[src/design/ucp_pkg.sv]
// Operation
// - Transponder delivers demodulated, bit-synchronized serial stream
// - Far end offers 2.0k, 125, 1.0k bps
// - Convert NRZ-M line to NRZ-L bits first
// - Find units, BCH-check blocks, unpack 32-bit commands
// - Unit: start pattern, 2..36 blocks, tail
// - Block: seven info bytes plus check byte
// - Bad block discards unit, counter unchanged
// - Split command: 14-bit count, 2-bit route, 16-bit
// - Compare count field with expected counter
// - Wrong count fails, never executed
// - Route code selects command, data or hardware
// - Hardware commands execute inside the interface
// - Executed hardware commands also forwarded to processor
// - Interrupt processor with word and status word
// - Status word holds kind and error flag
// - Two independent processors, one per controller
// - Processor checks syntax, reports verification words
package ucp_pkg;

    localparam int CLK_PERIOD_NS = 40;
    localparam int BIT_2K_NS     = 500000;
    localparam int BIT_1K_NS     = 1000000;
    localparam int BIT_125_NS    = 8000000;
    localparam int BIT_2K_CYC    = BIT_2K_NS / CLK_PERIOD_NS;
    localparam int BIT_1K_CYC    = BIT_1K_NS / CLK_PERIOD_NS;
    localparam int BIT_125_CYC   = BIT_125_NS / CLK_PERIOD_NS;
    localparam int DIV_W         = 18;

    localparam logic [15:0] START_SEQ = 16'hEB90;
    localparam logic [63:0] TAIL_SEQ  = 64'hC5C5C5C5C5C5C579;
    localparam logic [6:0]  BCH_POLY  = 7'h45;
    localparam int BLK_BITS   = 64;
    localparam int INFO_BITS  = 56;
    localparam int MIN_BLOCKS = 2;
    localparam int MAX_BLOCKS = 36;
    localparam int UNIT_BYTES = 256;

    localparam int CNT_MSB = 31;
    localparam int CNT_LSB = 18;
    localparam int RC_MSB  = 17;
    localparam int RC_LSB  = 16;
    localparam int CNT_W   = 14;
    localparam logic [CNT_W-1:0] EXP_CNT_RST = 14'h0000;

    localparam int STAT_ERR_BIT = 2;
    localparam int VER_ACC_BIT  = 15;
    localparam int VER_ERR_BIT  = 14;
    localparam logic [7:0] OPC_RESERVED = 8'hFF;
    localparam int FIFO_DEPTH   = 2;

    typedef enum logic [1:0] {
        RC_PROC_CMD  = 2'h0,
        RC_PROC_DATA = 2'h1,
        RC_HW_CMD    = 2'h2,
        RC_RESERVED  = 2'h3
    } ucp_route_t;

    typedef enum logic [1:0] {
        RATE_2K  = 2'h0,
        RATE_1K  = 2'h1,
        RATE_125 = 2'h2
    } ucp_rate_t;

endpackage

[src/design/ucp_link_if.sv]
`timescale 1ns/1ps
interface ucp_link_if;
    logic        ser_line;
    logic        ser_stb;
    logic        cmd_valid;
    logic        cmd_ready;
    logic [15:0] cmd_word;
    logic [15:0] stat_word;
    logic        irq;

    modport up (
        input  ser_line,
        input  ser_stb,
        input  cmd_ready,
        output cmd_valid,
        output cmd_word,
        output stat_word,
        output irq
    );

    modport far (
        output ser_line,
        output ser_stb,
        output cmd_ready,
        input  cmd_valid,
        input  cmd_word,
        input  stat_word,
        input  irq
    );
endinterface

[src/design/ucp_uplink_proc.sv]
`timescale 1ns/1ps
module ucp_uplink_proc
    import ucp_pkg::*;
(
    input  wire logic             ref_clk,
    input  wire logic             arst_n,
    ucp_link_if.up                link,
    output logic [15:0]           hw_cmd,
    output logic                  hw_cmd_stb,
    output logic                  unit_acc_stb,
    output logic                  unit_rej_stb,
    output logic [CNT_W-1:0]      exp_count
);

    typedef enum logic [1:0] {ST_HUNT, ST_BLOCK, ST_DRAIN} ucp_state_t;

    ucp_state_t       state_q;
    logic             prev_line_q;
    logic             nrzl_bit;
    logic [63:0]      shreg_q;
    logic [63:0]      shreg_d;
    logic [5:0]       bitcnt_q;
    logic [6:0]       crc_q;
    logic [5:0]       blk_cnt_q;
    logic [7:0]       byte_ptr_q;
    logic [7:0]       blk_base_q;
    logic [5:0]       n_words_q;
    logic [5:0]       rd_idx_q;
    logic [7:0]       ubytes [0:UNIT_BYTES-1];
    logic [CNT_W-1:0] exp_q;
    logic [15:0]      hw_cmd_q;
    logic             hw_stb_q;
    logic             acc_q;
    logic             rej_q;
    logic             sync_hit;
    logic             blk_end;
    logic             bch_ok;
    logic             is_tail;
    logic             byte_done;
    logic [31:0]      cur_word;
    ucp_route_t       route;
    logic             cnt_ok;
    logic             good;
    logic             drain_fire;
    logic             drain_last;
    logic [15:0]      stat_d;
    logic [31:0]      fifo_mem [0:FIFO_DEPTH-1];
    logic             wr_ptr_q;
    logic             rd_ptr_q;
    logic [1:0]       fifo_cnt_q;
    logic             fifo_full;
    logic             pop;

    assign nrzl_bit = link.ser_line ^ prev_line_q;
    assign shreg_d  = {shreg_q[62:0], nrzl_bit};

    assign sync_hit  = (state_q == ST_HUNT) && link.ser_stb && (shreg_d[15:0] == START_SEQ);
    assign blk_end   = (state_q == ST_BLOCK) && link.ser_stb && (bitcnt_q == 6'(BLK_BITS - 1));
    assign is_tail   = (shreg_d == TAIL_SEQ);
    // Check byte: inverted parity, zero filler
    assign bch_ok    = (shreg_d[7:1] == ~crc_q) && !shreg_d[0];
    // Nothing is stored past the last legal block, so the store never wraps onto word 0
    assign byte_done = (state_q == ST_BLOCK) && link.ser_stb && (bitcnt_q[2:0] == 3'h7)
                       && (bitcnt_q < 6'(INFO_BITS)) && (blk_cnt_q != 6'(MAX_BLOCKS));

    always_ff @(posedge ref_clk or negedge arst_n) begin
        if (!arst_n) begin
            prev_line_q <= 1'b0;
            shreg_q     <= 64'h0;
        end else if (link.ser_stb) begin
            prev_line_q <= link.ser_line;
            shreg_q     <= shreg_d;
        end
    end

    always_ff @(posedge ref_clk or negedge arst_n) begin
        if (!arst_n) begin
            state_q <= ST_HUNT;
        end else begin
            case (state_q)
                ST_HUNT: begin
                    if (sync_hit) begin
                        state_q <= ST_BLOCK;
                    end
                end
                ST_BLOCK: begin
                    if (blk_end) begin
                        if (is_tail) begin
                            state_q <= (blk_cnt_q >= 6'(MIN_BLOCKS)) ? ST_DRAIN : ST_HUNT;
                        end else if (!bch_ok || blk_cnt_q == 6'(MAX_BLOCKS)) begin
                            state_q <= ST_HUNT;
                        end
                    end
                end
                ST_DRAIN: begin
                    if (drain_fire && drain_last) begin
                        state_q <= ST_HUNT;
                    end
                end
                default: state_q <= ST_HUNT;
            endcase
        end
    end

    always_ff @(posedge ref_clk or negedge arst_n) begin
        if (!arst_n) begin
            bitcnt_q <= 6'h0;
            crc_q    <= 7'h0;
        end else if (sync_hit || blk_end) begin
            bitcnt_q <= 6'h0;
            crc_q    <= 7'h0;
        end else if ((state_q == ST_BLOCK) && link.ser_stb) begin
            bitcnt_q <= bitcnt_q + 6'h1;
            if (bitcnt_q < 6'(INFO_BITS)) begin
                crc_q <= {crc_q[5:0], 1'b0} ^ ((nrzl_bit ^ crc_q[6]) ? BCH_POLY : 7'h0);
            end
        end
    end

    always_ff @(posedge ref_clk) begin
        if (byte_done) begin
            ubytes[byte_ptr_q] <= shreg_d[7:0];
        end
    end

    always_ff @(posedge ref_clk or negedge arst_n) begin
        if (!arst_n) begin
            byte_ptr_q <= 8'h0;
            blk_base_q <= 8'h0;
            blk_cnt_q  <= 6'h0;
            n_words_q  <= 6'h0;
        end else if (sync_hit) begin
            byte_ptr_q <= 8'h0;
            blk_base_q <= 8'h0;
            blk_cnt_q  <= 6'h0;
        end else begin
            if (byte_done) begin
                byte_ptr_q <= byte_ptr_q + 8'h1;
            end
            if (blk_end && !is_tail && bch_ok) begin
                blk_base_q <= byte_ptr_q;
                blk_cnt_q  <= blk_cnt_q + 6'h1;
            end
            // Release only bytes of checked blocks
            if (blk_end && is_tail) begin
                n_words_q <= blk_base_q[7:2];
            end
        end
    end

    always_ff @(posedge ref_clk or negedge arst_n) begin
        if (!arst_n) begin
            acc_q <= 1'b0;
            rej_q <= 1'b0;
        end else begin
            acc_q <= blk_end && is_tail && (blk_cnt_q >= 6'(MIN_BLOCKS));
            rej_q <= blk_end && (is_tail ? (blk_cnt_q < 6'(MIN_BLOCKS))
                                         : (!bch_ok || blk_cnt_q == 6'(MAX_BLOCKS)));
        end
    end

    assign cur_word = {ubytes[{rd_idx_q, 2'h0}], ubytes[{rd_idx_q, 2'h1}],
                       ubytes[{rd_idx_q, 2'h2}], ubytes[{rd_idx_q, 2'h3}]};
    assign route    = ucp_route_t'(cur_word[RC_MSB:RC_LSB]);
    assign cnt_ok   = (cur_word[CNT_MSB:CNT_LSB] == exp_q);
    assign good     = cnt_ok && (route != RC_RESERVED);
    assign drain_fire = (state_q == ST_DRAIN) && !fifo_full;
    assign drain_last = (rd_idx_q == n_words_q - 6'h1);

    // Status word: kind and error flag
    always_comb begin
        stat_d               = 16'h0;
        stat_d[1:0]          = route;
        stat_d[STAT_ERR_BIT] = !good;
    end

    always_ff @(posedge ref_clk or negedge arst_n) begin
        if (!arst_n) begin
            rd_idx_q <= 6'h0;
        end else if (blk_end) begin
            rd_idx_q <= 6'h0;
        end else if (drain_fire) begin
            rd_idx_q <= rd_idx_q + 6'h1;
        end
    end

    // Counter private to this processor instance
    always_ff @(posedge ref_clk or negedge arst_n) begin
        if (!arst_n) begin
            exp_q <= EXP_CNT_RST;
        end else if (drain_fire && good) begin
            exp_q <= exp_q + 14'h1;
        end
    end

    always_ff @(posedge ref_clk or negedge arst_n) begin
        if (!arst_n) begin
            hw_cmd_q <= 16'h0;
            hw_stb_q <= 1'b0;
        end else begin
            hw_stb_q <= 1'b0;
            if (drain_fire && good && route == RC_HW_CMD) begin
                hw_cmd_q <= cur_word[15:0];
                hw_stb_q <= 1'b1;
            end
        end
    end

    // Every drained word, hardware ones too, goes to the processor buffer
    assign fifo_full = (fifo_cnt_q == 2'(FIFO_DEPTH));
    assign pop       = (fifo_cnt_q != 2'h0) && link.cmd_ready;

    for (genvar i = 0; i < FIFO_DEPTH; i++) begin : g_fifo
        always_ff @(posedge ref_clk or negedge arst_n) begin
            if (!arst_n) begin
                fifo_mem[i] <= 32'h0;
            end else if (drain_fire && wr_ptr_q == 1'(i)) begin
                fifo_mem[i] <= {stat_d, cur_word[15:0]};
            end
        end
    end

    always_ff @(posedge ref_clk or negedge arst_n) begin
        if (!arst_n) begin
            wr_ptr_q   <= 1'b0;
            rd_ptr_q   <= 1'b0;
            fifo_cnt_q <= 2'h0;
        end else begin
            if (drain_fire) begin
                wr_ptr_q <= ~wr_ptr_q;
            end
            if (pop) begin
                rd_ptr_q <= ~rd_ptr_q;
            end
            fifo_cnt_q <= fifo_cnt_q + 2'(drain_fire) - 2'(pop);
        end
    end

    // Interrupt while a word is waiting
    assign link.cmd_valid = (fifo_cnt_q != 2'h0);
    assign link.irq       = (fifo_cnt_q != 2'h0);
    assign link.cmd_word  = fifo_mem[rd_ptr_q][15:0];
    assign link.stat_word = fifo_mem[rd_ptr_q][31:16];

    assign hw_cmd       = hw_cmd_q;
    assign hw_cmd_stb   = hw_stb_q;
    assign unit_acc_stb = acc_q;
    assign unit_rej_stb = rej_q;
    assign exp_count    = exp_q;

endmodule

[src/flat_wrapper.sv]
// flat-port wrapper written by rule: the top's interface ports become plain ports
module ucp_uplink_proc_flat import ucp_pkg::*;
  (ref_clk, arst_n, hw_cmd, hw_cmd_stb, unit_acc_stb, unit_rej_stb, exp_count, link_ser_line, link_ser_stb, link_cmd_ready, link_cmd_valid, link_cmd_word, link_stat_word, link_irq);
  ucp_link_if link_i ();
  input  wire logic ref_clk;
  input  wire logic arst_n;
  output logic [15:0] hw_cmd;
  output logic hw_cmd_stb;
  output logic unit_acc_stb;
  output logic unit_rej_stb;
  output logic [CNT_W-1:0] exp_count;
  input wire logic [$bits(link_i.ser_line)-1:0] link_ser_line;
  input wire logic [$bits(link_i.ser_stb)-1:0] link_ser_stb;
  input wire logic [$bits(link_i.cmd_ready)-1:0] link_cmd_ready;
  output wire logic [$bits(link_i.cmd_valid)-1:0] link_cmd_valid;
  output wire logic [$bits(link_i.cmd_word)-1:0] link_cmd_word;
  output wire logic [$bits(link_i.stat_word)-1:0] link_stat_word;
  output wire logic [$bits(link_i.irq)-1:0] link_irq;
  assign link_i.ser_line = link_ser_line;
  assign link_i.ser_stb = link_ser_stb;
  assign link_i.cmd_ready = link_cmd_ready;
  assign link_cmd_valid = link_i.cmd_valid;
  assign link_cmd_word = link_i.cmd_word;
  assign link_stat_word = link_i.stat_word;
  assign link_irq = link_i.irq;
  ucp_uplink_proc u_core (.ref_clk(ref_clk), .arst_n(arst_n), .link(link_i), .hw_cmd(hw_cmd), .hw_cmd_stb(hw_cmd_stb), .unit_acc_stb(unit_acc_stb), .unit_rej_stb(unit_rej_stb), .exp_count(exp_count));
endmodule
[config.mk]
export PLATFORM = sky130hd
export DESIGN_NAME = ucp_uplink_proc_flat
export DESIGN_NICKNAME = d
export VERILOG_FILES = /design/src/design/ucp_pkg.sv /design/src/design/ucp_link_if.sv /design/src/design/ucp_uplink_proc.sv /design/src/flat_wrapper.sv
export SDC_FILE = /design/constraint.sdc
export NUM_CORES = 2
export LEC_CHECK = 0
export BUFFER_PORTS_ARGS = -buffer_cell sky130_fd_sc_hd__buf_4
export CORE_MARGIN = 2
export CORE_UTILIZATION = 50
export DETAILED_ROUTE_END_ITERATION = 10
export GPL_TIMING_DRIVEN = 0
export PLACE_DENSITY = 0.65
export SLEW_MARGIN = 40
export SYNTH_ARGS = -nofsm -noshare
export SYNTH_HDL_FRONTEND = slang
export SYNTH_SLANG_ARGS = --single-unit
[constraint.sdc]
create_clock -name ref_clk -period 10.68 [get_ports ref_clk]
set_input_delay 0.534 -clock ref_clk [delete_from_list [all_inputs] [get_ports ref_clk]]
set_output_delay 0.534 -clock ref_clk [all_outputs]
set_load 0.01 [all_outputs]
After elaboration in Yosys (flattened, before gate mapping)
Memory sizes are Yosys's and may differ from the RTL's.
Index checks and enable logic that the tools add are counted.
{"block": "word_totals", "mem_bits_rw": 2048, "ff_bits": 188, "n_memories": 1, "romBits": 0, "out_inout_bits": 67, "input_bits": 5, "latchBits": 0}
{"block": "op_classes", "reduce_logical": 38, "n_addsub": 8, "n_mux": 28, "mul": 0, "shift": 0, "eq_ne": 18, "n_div": 0, "n_bitwise": 8, "magnitude_cmp": 4}
{"name": "u_core.ubytes", "depth": 256, "width": 8, "rd": 4, "rd_ports_with_merged_regs": 0, "write_ports": 1, "line_no": "ucp_uplink_proc.sv:29", "source": "logic [7:0] ubytes [0:UNIT_BYTES-1];"}
{"operator": "64-bit == test, second input constant", "count": 1}
{"operator": "32-bit 2-to-1 mux", "count": 2}
{"operator": "6-bit 2-to-1 mux", "count": 6}
{"operator": "8-bit 2-to-1 mux", "count": 4}
{"operator": "7-bit 2-to-1 mux", "count": 4}
{"operator": "1-bit logical AND", "count": 21}
{"operator": "19-bit 2-to-1 mux", "count": 1}
{"operator": "6-bit by 1-bit adder with 6-bit output, second input constant", "count": 3}
{"operator": "16-bit == test, second input constant", "count": 1}
{"operator": "14-bit by 1-bit adder with 14-bit output, second input constant", "count": 1}
{"operator": "14-bit == test", "count": 1}
{"operator": "6-bit == test, second input constant", "count": 2}
{"operator": "2-bit 2-to-1 mux", "count": 6}
{"operator": "2-bit nonzero test", "count": 6}
{"operator": "8-bit by 1-bit adder with 8-bit output, second input constant", "count": 1}
{"operator": "7-bit == test", "count": 1}
{"operator": "7-bit NOT", "count": 1}
{"operator": "7-bit XOR", "count": 1}
{"operator": "2-bit == test, second input constant", "count": 3}
{"operator": "6-bit == test", "count": 1}
{"operator": "6-bit by 2-bit greater-or-equal comparator with 1-bit output, second input constant", "count": 1}
{"operator": "6-bit by 2-bit < comparator with 1-bit output, second input constant", "count": 1}
{"operator": "6-bit < comparator, second input constant", "count": 1}
{"operator": "2-bit by 1-bit != test with 1-bit output, second input constant", "count": 3}
{"operator": "other kinds (19)", "count": 31}

Logic depth before layout (Yosys ltp)
{"block": "depth", "ltp_word": 9, "mapped_depth": 18, "mapped_depth_nobuf": 10}

Least setup slack after synthesis
Ideal clock, no wire load.
{"block": "synth_timing", "kind": "input to register", "startpoint": "input link_ser_line", "endpoint": "register u_core.n_words_q[0]", "slack_ps": 1458, "cell_stages": 6, "t_arrival_ps": 9097, "cell_sequence": "xor2_1 > and3_1 > nand4b_1 > nor4_1 > nand2_1 > mux2_2"}
{"block": "synth_between", "elab_chain_len": 5}
{"element": "start, declared", "line_no": "flat_wrapper.sv:12", "source": "input wire logic [$bits(link_i.ser_line)-1:0] link_ser_line;"}
{"element": "1-bit XOR (*)", "line_no": "ucp_uplink_proc.sv:54", "source": "assign nrzl_bit = link.ser_line ^ prev_line_q;"}
{"element": "parallel branches: the longest is 3 deep, another holds 64-bit == test"}
{"element": "2-bit AND reduction (no source line) (*)"}
{"element": "end signal, assigned", "line_no": "ucp_uplink_proc.sv:146", "source": "n_words_q <= blk_base_q[7:2];"}
{"element": "end, declared", "line_no": "ucp_uplink_proc.sv:27", "source": "logic [5:0] n_words_q;"}
Mark *: on every way between the ends.
A chain may end at the register's enable or synchronous reset.

Worst setup path after layout
{"block": "layout_timing", "startpoint": "register u_core.rd_idx_q[2]", "endpoint": "register u_core.hw_cmd_q[10], in the netlist u_core.hw_cmd[10]"}
{"block": "layout_between", "elab_chain_len": 5}
{"element": "start, declared", "line_no": "ucp_uplink_proc.sv:28", "source": "logic [5:0] rd_idx_q;"}
{"element": "start signal, assigned", "line_no": "ucp_uplink_proc.sv:183", "source": "rd_idx_q <= rd_idx_q + 6'h1;"}
{"element": "memory read 256 x 8 bit (*)"}
{"element": "14-bit == test or 2-bit != test (tied branches)", "line_no": "ucp_uplink_proc.sv:165, ucp_uplink_proc.sv:166"}
{"element": "1-bit logical AND", "line_no": "ucp_uplink_proc.sv:166", "source": "assign good = cnt_ok && (route != RC_RESERVED);"}
{"element": "1-bit logical AND (2 in series)", "line_no": "ucp_uplink_proc.sv:202", "source": "if (drain_fire && good && route == RC_HW_CMD) begin"}
{"element": "end signal, assigned", "line_no": "ucp_uplink_proc.sv:203", "source": "hw_cmd_q <= cur_word[15:0];"}
{"element": "end, declared", "line_no": "ucp_uplink_proc.sv:31", "source": "logic [15:0] hw_cmd_q;"}
Every way passes the cells marked *; elsewhere a longest branch is shown, timed or not.

==> summary.txt <==
Clocking
  • Clk buf depth: 3
  • Skew-Pair Late Insertion Delay: approximately 0.86 ns
  • Clock sink total: ~2200
  • Root Driver: clkbuf_16
  • TritonCTS clock tree: built
  • Post-cts resize count: 0
  • Cts bufs inserted: between 200 and 250
  • Setup Fix Bufs, Post-CTS: 0
  • Clock transition at the registers of the reported paths: approximately 0.060 ns
  • H-tree Lvls: 4

Synth
  • Cell variety after synth: 84
  • Count leader, synth: edfxtp_1
  • Multiplexer share of the synthesized area: roughly 17%
  • Simple-gate area share of the yosys netlist: under 10%
  • Combinational family with the most area after synthesis: multiplexers
  • Compound-gate portion of the synthesized area: under 10%
  • Synth area leader: edfxtp_1
  • Synthesized area: about 0.09 mm2
  • Synth top area share: between 60% and 70%
  • Post-synth EDFFs: around 2000
  • Synthesized-area fraction occupied by adder cells: 0.199%
  • Yosys reg bits: about 2200
  • Commonest cells post-synth: edfxtp_1, mux4_2, nor2_1
  • Mapped Cells: between 4000 and 5000
  • Syn_area_per_cell: 20.7 um2
  • Post-synth ARST share: between 8 and 9%
  • Seq/Total Area, Yosys: around three quarters
  • Post-Synth XOR/XNOR Area: less than 1%
  • Yosys warnings: 0
  • Top cells by area, synth: edfxtp_1, mux4_2, dfrtp_1
  • Prevailing post-synth register cell: edfxtp_1

Critical path
  • CP Launch Type: flip-flop
  • R2r startpoint: u_core.rd_idx_q[2]
  • Worst-path cell chain: buf_2 -> buf_2 -> inv_2 -> buf_2 -> buf_2 -> mux2i_1 -> o21ai_1 -> o31ai_1 -> o31ai_1 -> xor2_1 -> a211oi_1 -> and4_1 -> buf_4 -> nand3b_4 -> buf_6 -> mux2_4
  • Critical path origin: u_core.rd_idx_q[2]
  • Critical path fanouts, max: 10
  • Critical-path top delay cell: buf_2
  • Arr. time, crit path: about 7.2 ns
  • Critical path class: flip-flop to flip-flop
  • Critical Path Sink Type: flip-flop
  • Slowest stage delay, CP: 0.87 ns
  • WP data required: ~11 ns
  • Most Frequent Cell on Critical Path: buf_2

Drt
  • WL/cell: 36.5 um
  • Final WL: 260000 um
  • DR vias: between 40000 and 50000
  • Vias per cell: around 6.5
  • DRC viols: 0
  • First drt pass iteration count: 8
  • Iter 0 DRT Violations: 7184
  • Routed Antenna Nets: 0

Finish
  • Share of cells above drive strength 1: roughly 30%
  • Reg area: 0.0662 mm2
  • Nets: 4625
  • Layout area overhead: 13.5%
  • Finished Core Util: 57.2%
  • Fillers: 12770
  • Footprint of the multi-input gates: 0.0207 mm2

Global routing
  • Met3 GRT Util: roughly 7.9%
  • First-pass GRT wire length: approximately 360000 um
  • Met2 global-route usage: 43.8%
  • Vias in the first global route: around 45000
  • Busiest grt layer: met2
  • Total GRT Usage: around 29%
  • Largest net degree at the start of global routing: between 60 and 70
  • GRT overflow: 0
  • Met1 Track Usage GR: 39.0%
  • Initial antenna violation count: 8

Floorplan
  • FP Rows: roughly 150
  • Core area: about 0.17 mm2
  • Die Ht: around 420 um
  • Die area: 0.179 mm2
  • Starting Density: between 50% and 60%
  • Width of the die: between 400 and 500 um
  • IO Pins: 72

Power and ir drop
  • Pwr Density: 189 mW/mm2
  • Peak VDD IR: roughly 230 uV
  • Pleak: between 30 and 40 nW
  • Tot Pwr: ~19 mW

STA
  • Layout Skew: just over 0.03 ns
  • Slew at the pin closest to its max-slew limit: about 0.96 ns
  • Rel. slew slack: 36.0%
  • Fmax: around 160 MHz
  • Fin crit share: ~60%
  • Max Slew Vio Count: 0
  • RSZ-0062 raised after global routing: no
  • Tmin final: 6.41 ns
  • Setup Viol. Count Final: 0
  • Final Hold Viols: 0

Status
  • Status: completed

Placement
  • Hpwl dp: between 150000 and 200000 um
  • # port buffers: between 50 and 60
  • Placer Congestion: roughly 0.94

Hold path
  • Hold Crit Class: primary input to async pin

Job
  • Max-cap viol count: 0
routing by layer:
layer  part of all wire [%]  wire (um)
met4                    6.3      16300
met1                     37      96500
met2                     46     118000
met3                     11      28500
met5                  0.021         54
kinds of logic after synthesis:
kind of cell,count (synthesis)
AOI/OAI and AO/OA,234
buffers and inverters,271
DFF,2234
and+or+nand+nor,570
adders and majority gates,14
xor gates and xnor gates,73
muxes,854
other,1
power by group:
part / total (mW) / internal [mW] / switching [mW]
Clock: 7.25 / 4.00 / 3.26
Sequential: 10.4 / 10.3 / 0.128
Combinational: 1.19 / 0.306 / 0.881
path summary, 6_finish.rpt:
| path | end | slack [ns] | cells past startpoint |
|---|---|---|---|
| worst min-delay path | u_core.crc_q[5] | 0.13 | 2 |
| max in group asynchronous | u_core.fifo_mem[6] | 9.70 | 4 |
| worst max register to register | u_core.hw_cmd[10] | 4.27 | 16 |
| min in group ref_clk | u_core.prev_line_q | 0.50 | 3 |
| worst min register to register | u_core.fifo_cnt_q[1] | 0.50 | 1 |
| worst max-delay path | u_core.hw_cmd[10] | 4.27 | 16 |
through the flow:
step	TNS (ns)	cell area [um2]	cells	worst slack, ns	hold slack [ns]
after floorplan	0	88000	4263	1.46	0.238
after global placement	-2105.93	91400	6646	-7.24	0.479
after detailed placement	0	93000	6707	4.50	0.411
after CTS	0	99600	7108	4.53	0.0953
after global routing	0	99800	7111	4.51	0.132
final	0	99800	7114	4.27	0.127
cell usage in the layout (no fill, tap or decap), types with 21 or more instances in the layout:
| cell | synthesis | layout |
|---|---|---|
| nand2_1 | 102 | 96 |
| clkbuf_1 | 114 | 106 |
| a22oi_1 | 50 | 50 |
| mux2i_1 | 192 | 192 |
| nor2_2 | 0 | 132 |
| buf_12 | 6 | 41 |
| mux2_2 | 142 | 142 |
| xor2_1 | 23 | 22 |
| o21ai_0 | 21 | 21 |
| clkinv_2 | 0 | 37 |
| buf_6 | 28 | 30 |
| nor2_1 | 321 | 188 |
| clkbuf_16 | 0 | 221 |
| buf_4 | 48 | 107 |
| xnor2_1 | 50 | 50 |
| a221oi_1 | 22 | 22 |
| mux4_2 | 499 | 499 |
| dfrtp_1 | 186 | 179 |
| clkinv_1 | 1 | 58 |
| clkbuf_2 | 0 | 66 |
| buf_2 | 38 | 48 |
| nand3_1 | 37 | 32 |
| edfxtp_1 | 2048 | 2048 |
| a21oi_1 | 38 | 38 |
state kept, by name (all words and copies together) (netlist names), 6 cells and up:
signal	cells
u_core.exp_count	14
u_core.bitcnt_q	6
u_core.hw_cmd	16
u_core.rd_idx_q	6
u_core.blk_cnt_q	6
u_core.blk_base_q	6
u_core.shreg_q	63
u_core.byte_ptr_q	8
u_core.crc_q	7
u_core.ubytes	2048
u_core.fifo_mem	38
u_core.n_words_q	6
area by class of cell:
type                    count  share of cell area, %
repair buffers            126                   1.77
flip-flops and latches   2234                   66.3
clock buffers             284                   5.83
plain buffers             255                   1.61
inverters                  16                 0.0602
diodes                      3                0.00752
multi-input cells        1758                   20.8
clock inverters           113                  0.757
well taps                2325                   2.91
repair_timing:
item / CTS / global route
hold buffers: 4 / 0
setup endpoints to repair: 0 / 0
hold endpoints to repair: 134 / 0
critical path: cells and delay by family, from the launching register on:
| kind | cells | cell delay (ns) |
|---|---|---|
| AOI/OAI and AO/OA | 4 | 1.42 |
| xor gates and xnor gates | 1 | 0.11 |
| buffers and inverters | 7 | 3.10 |
| DFF | 1 | 0.42 |
| muxes | 2 | 0.57 |
| and+or+nand+nor | 2 | 0.58 |
Note: power is estimated with default switching activity, not from simulation.
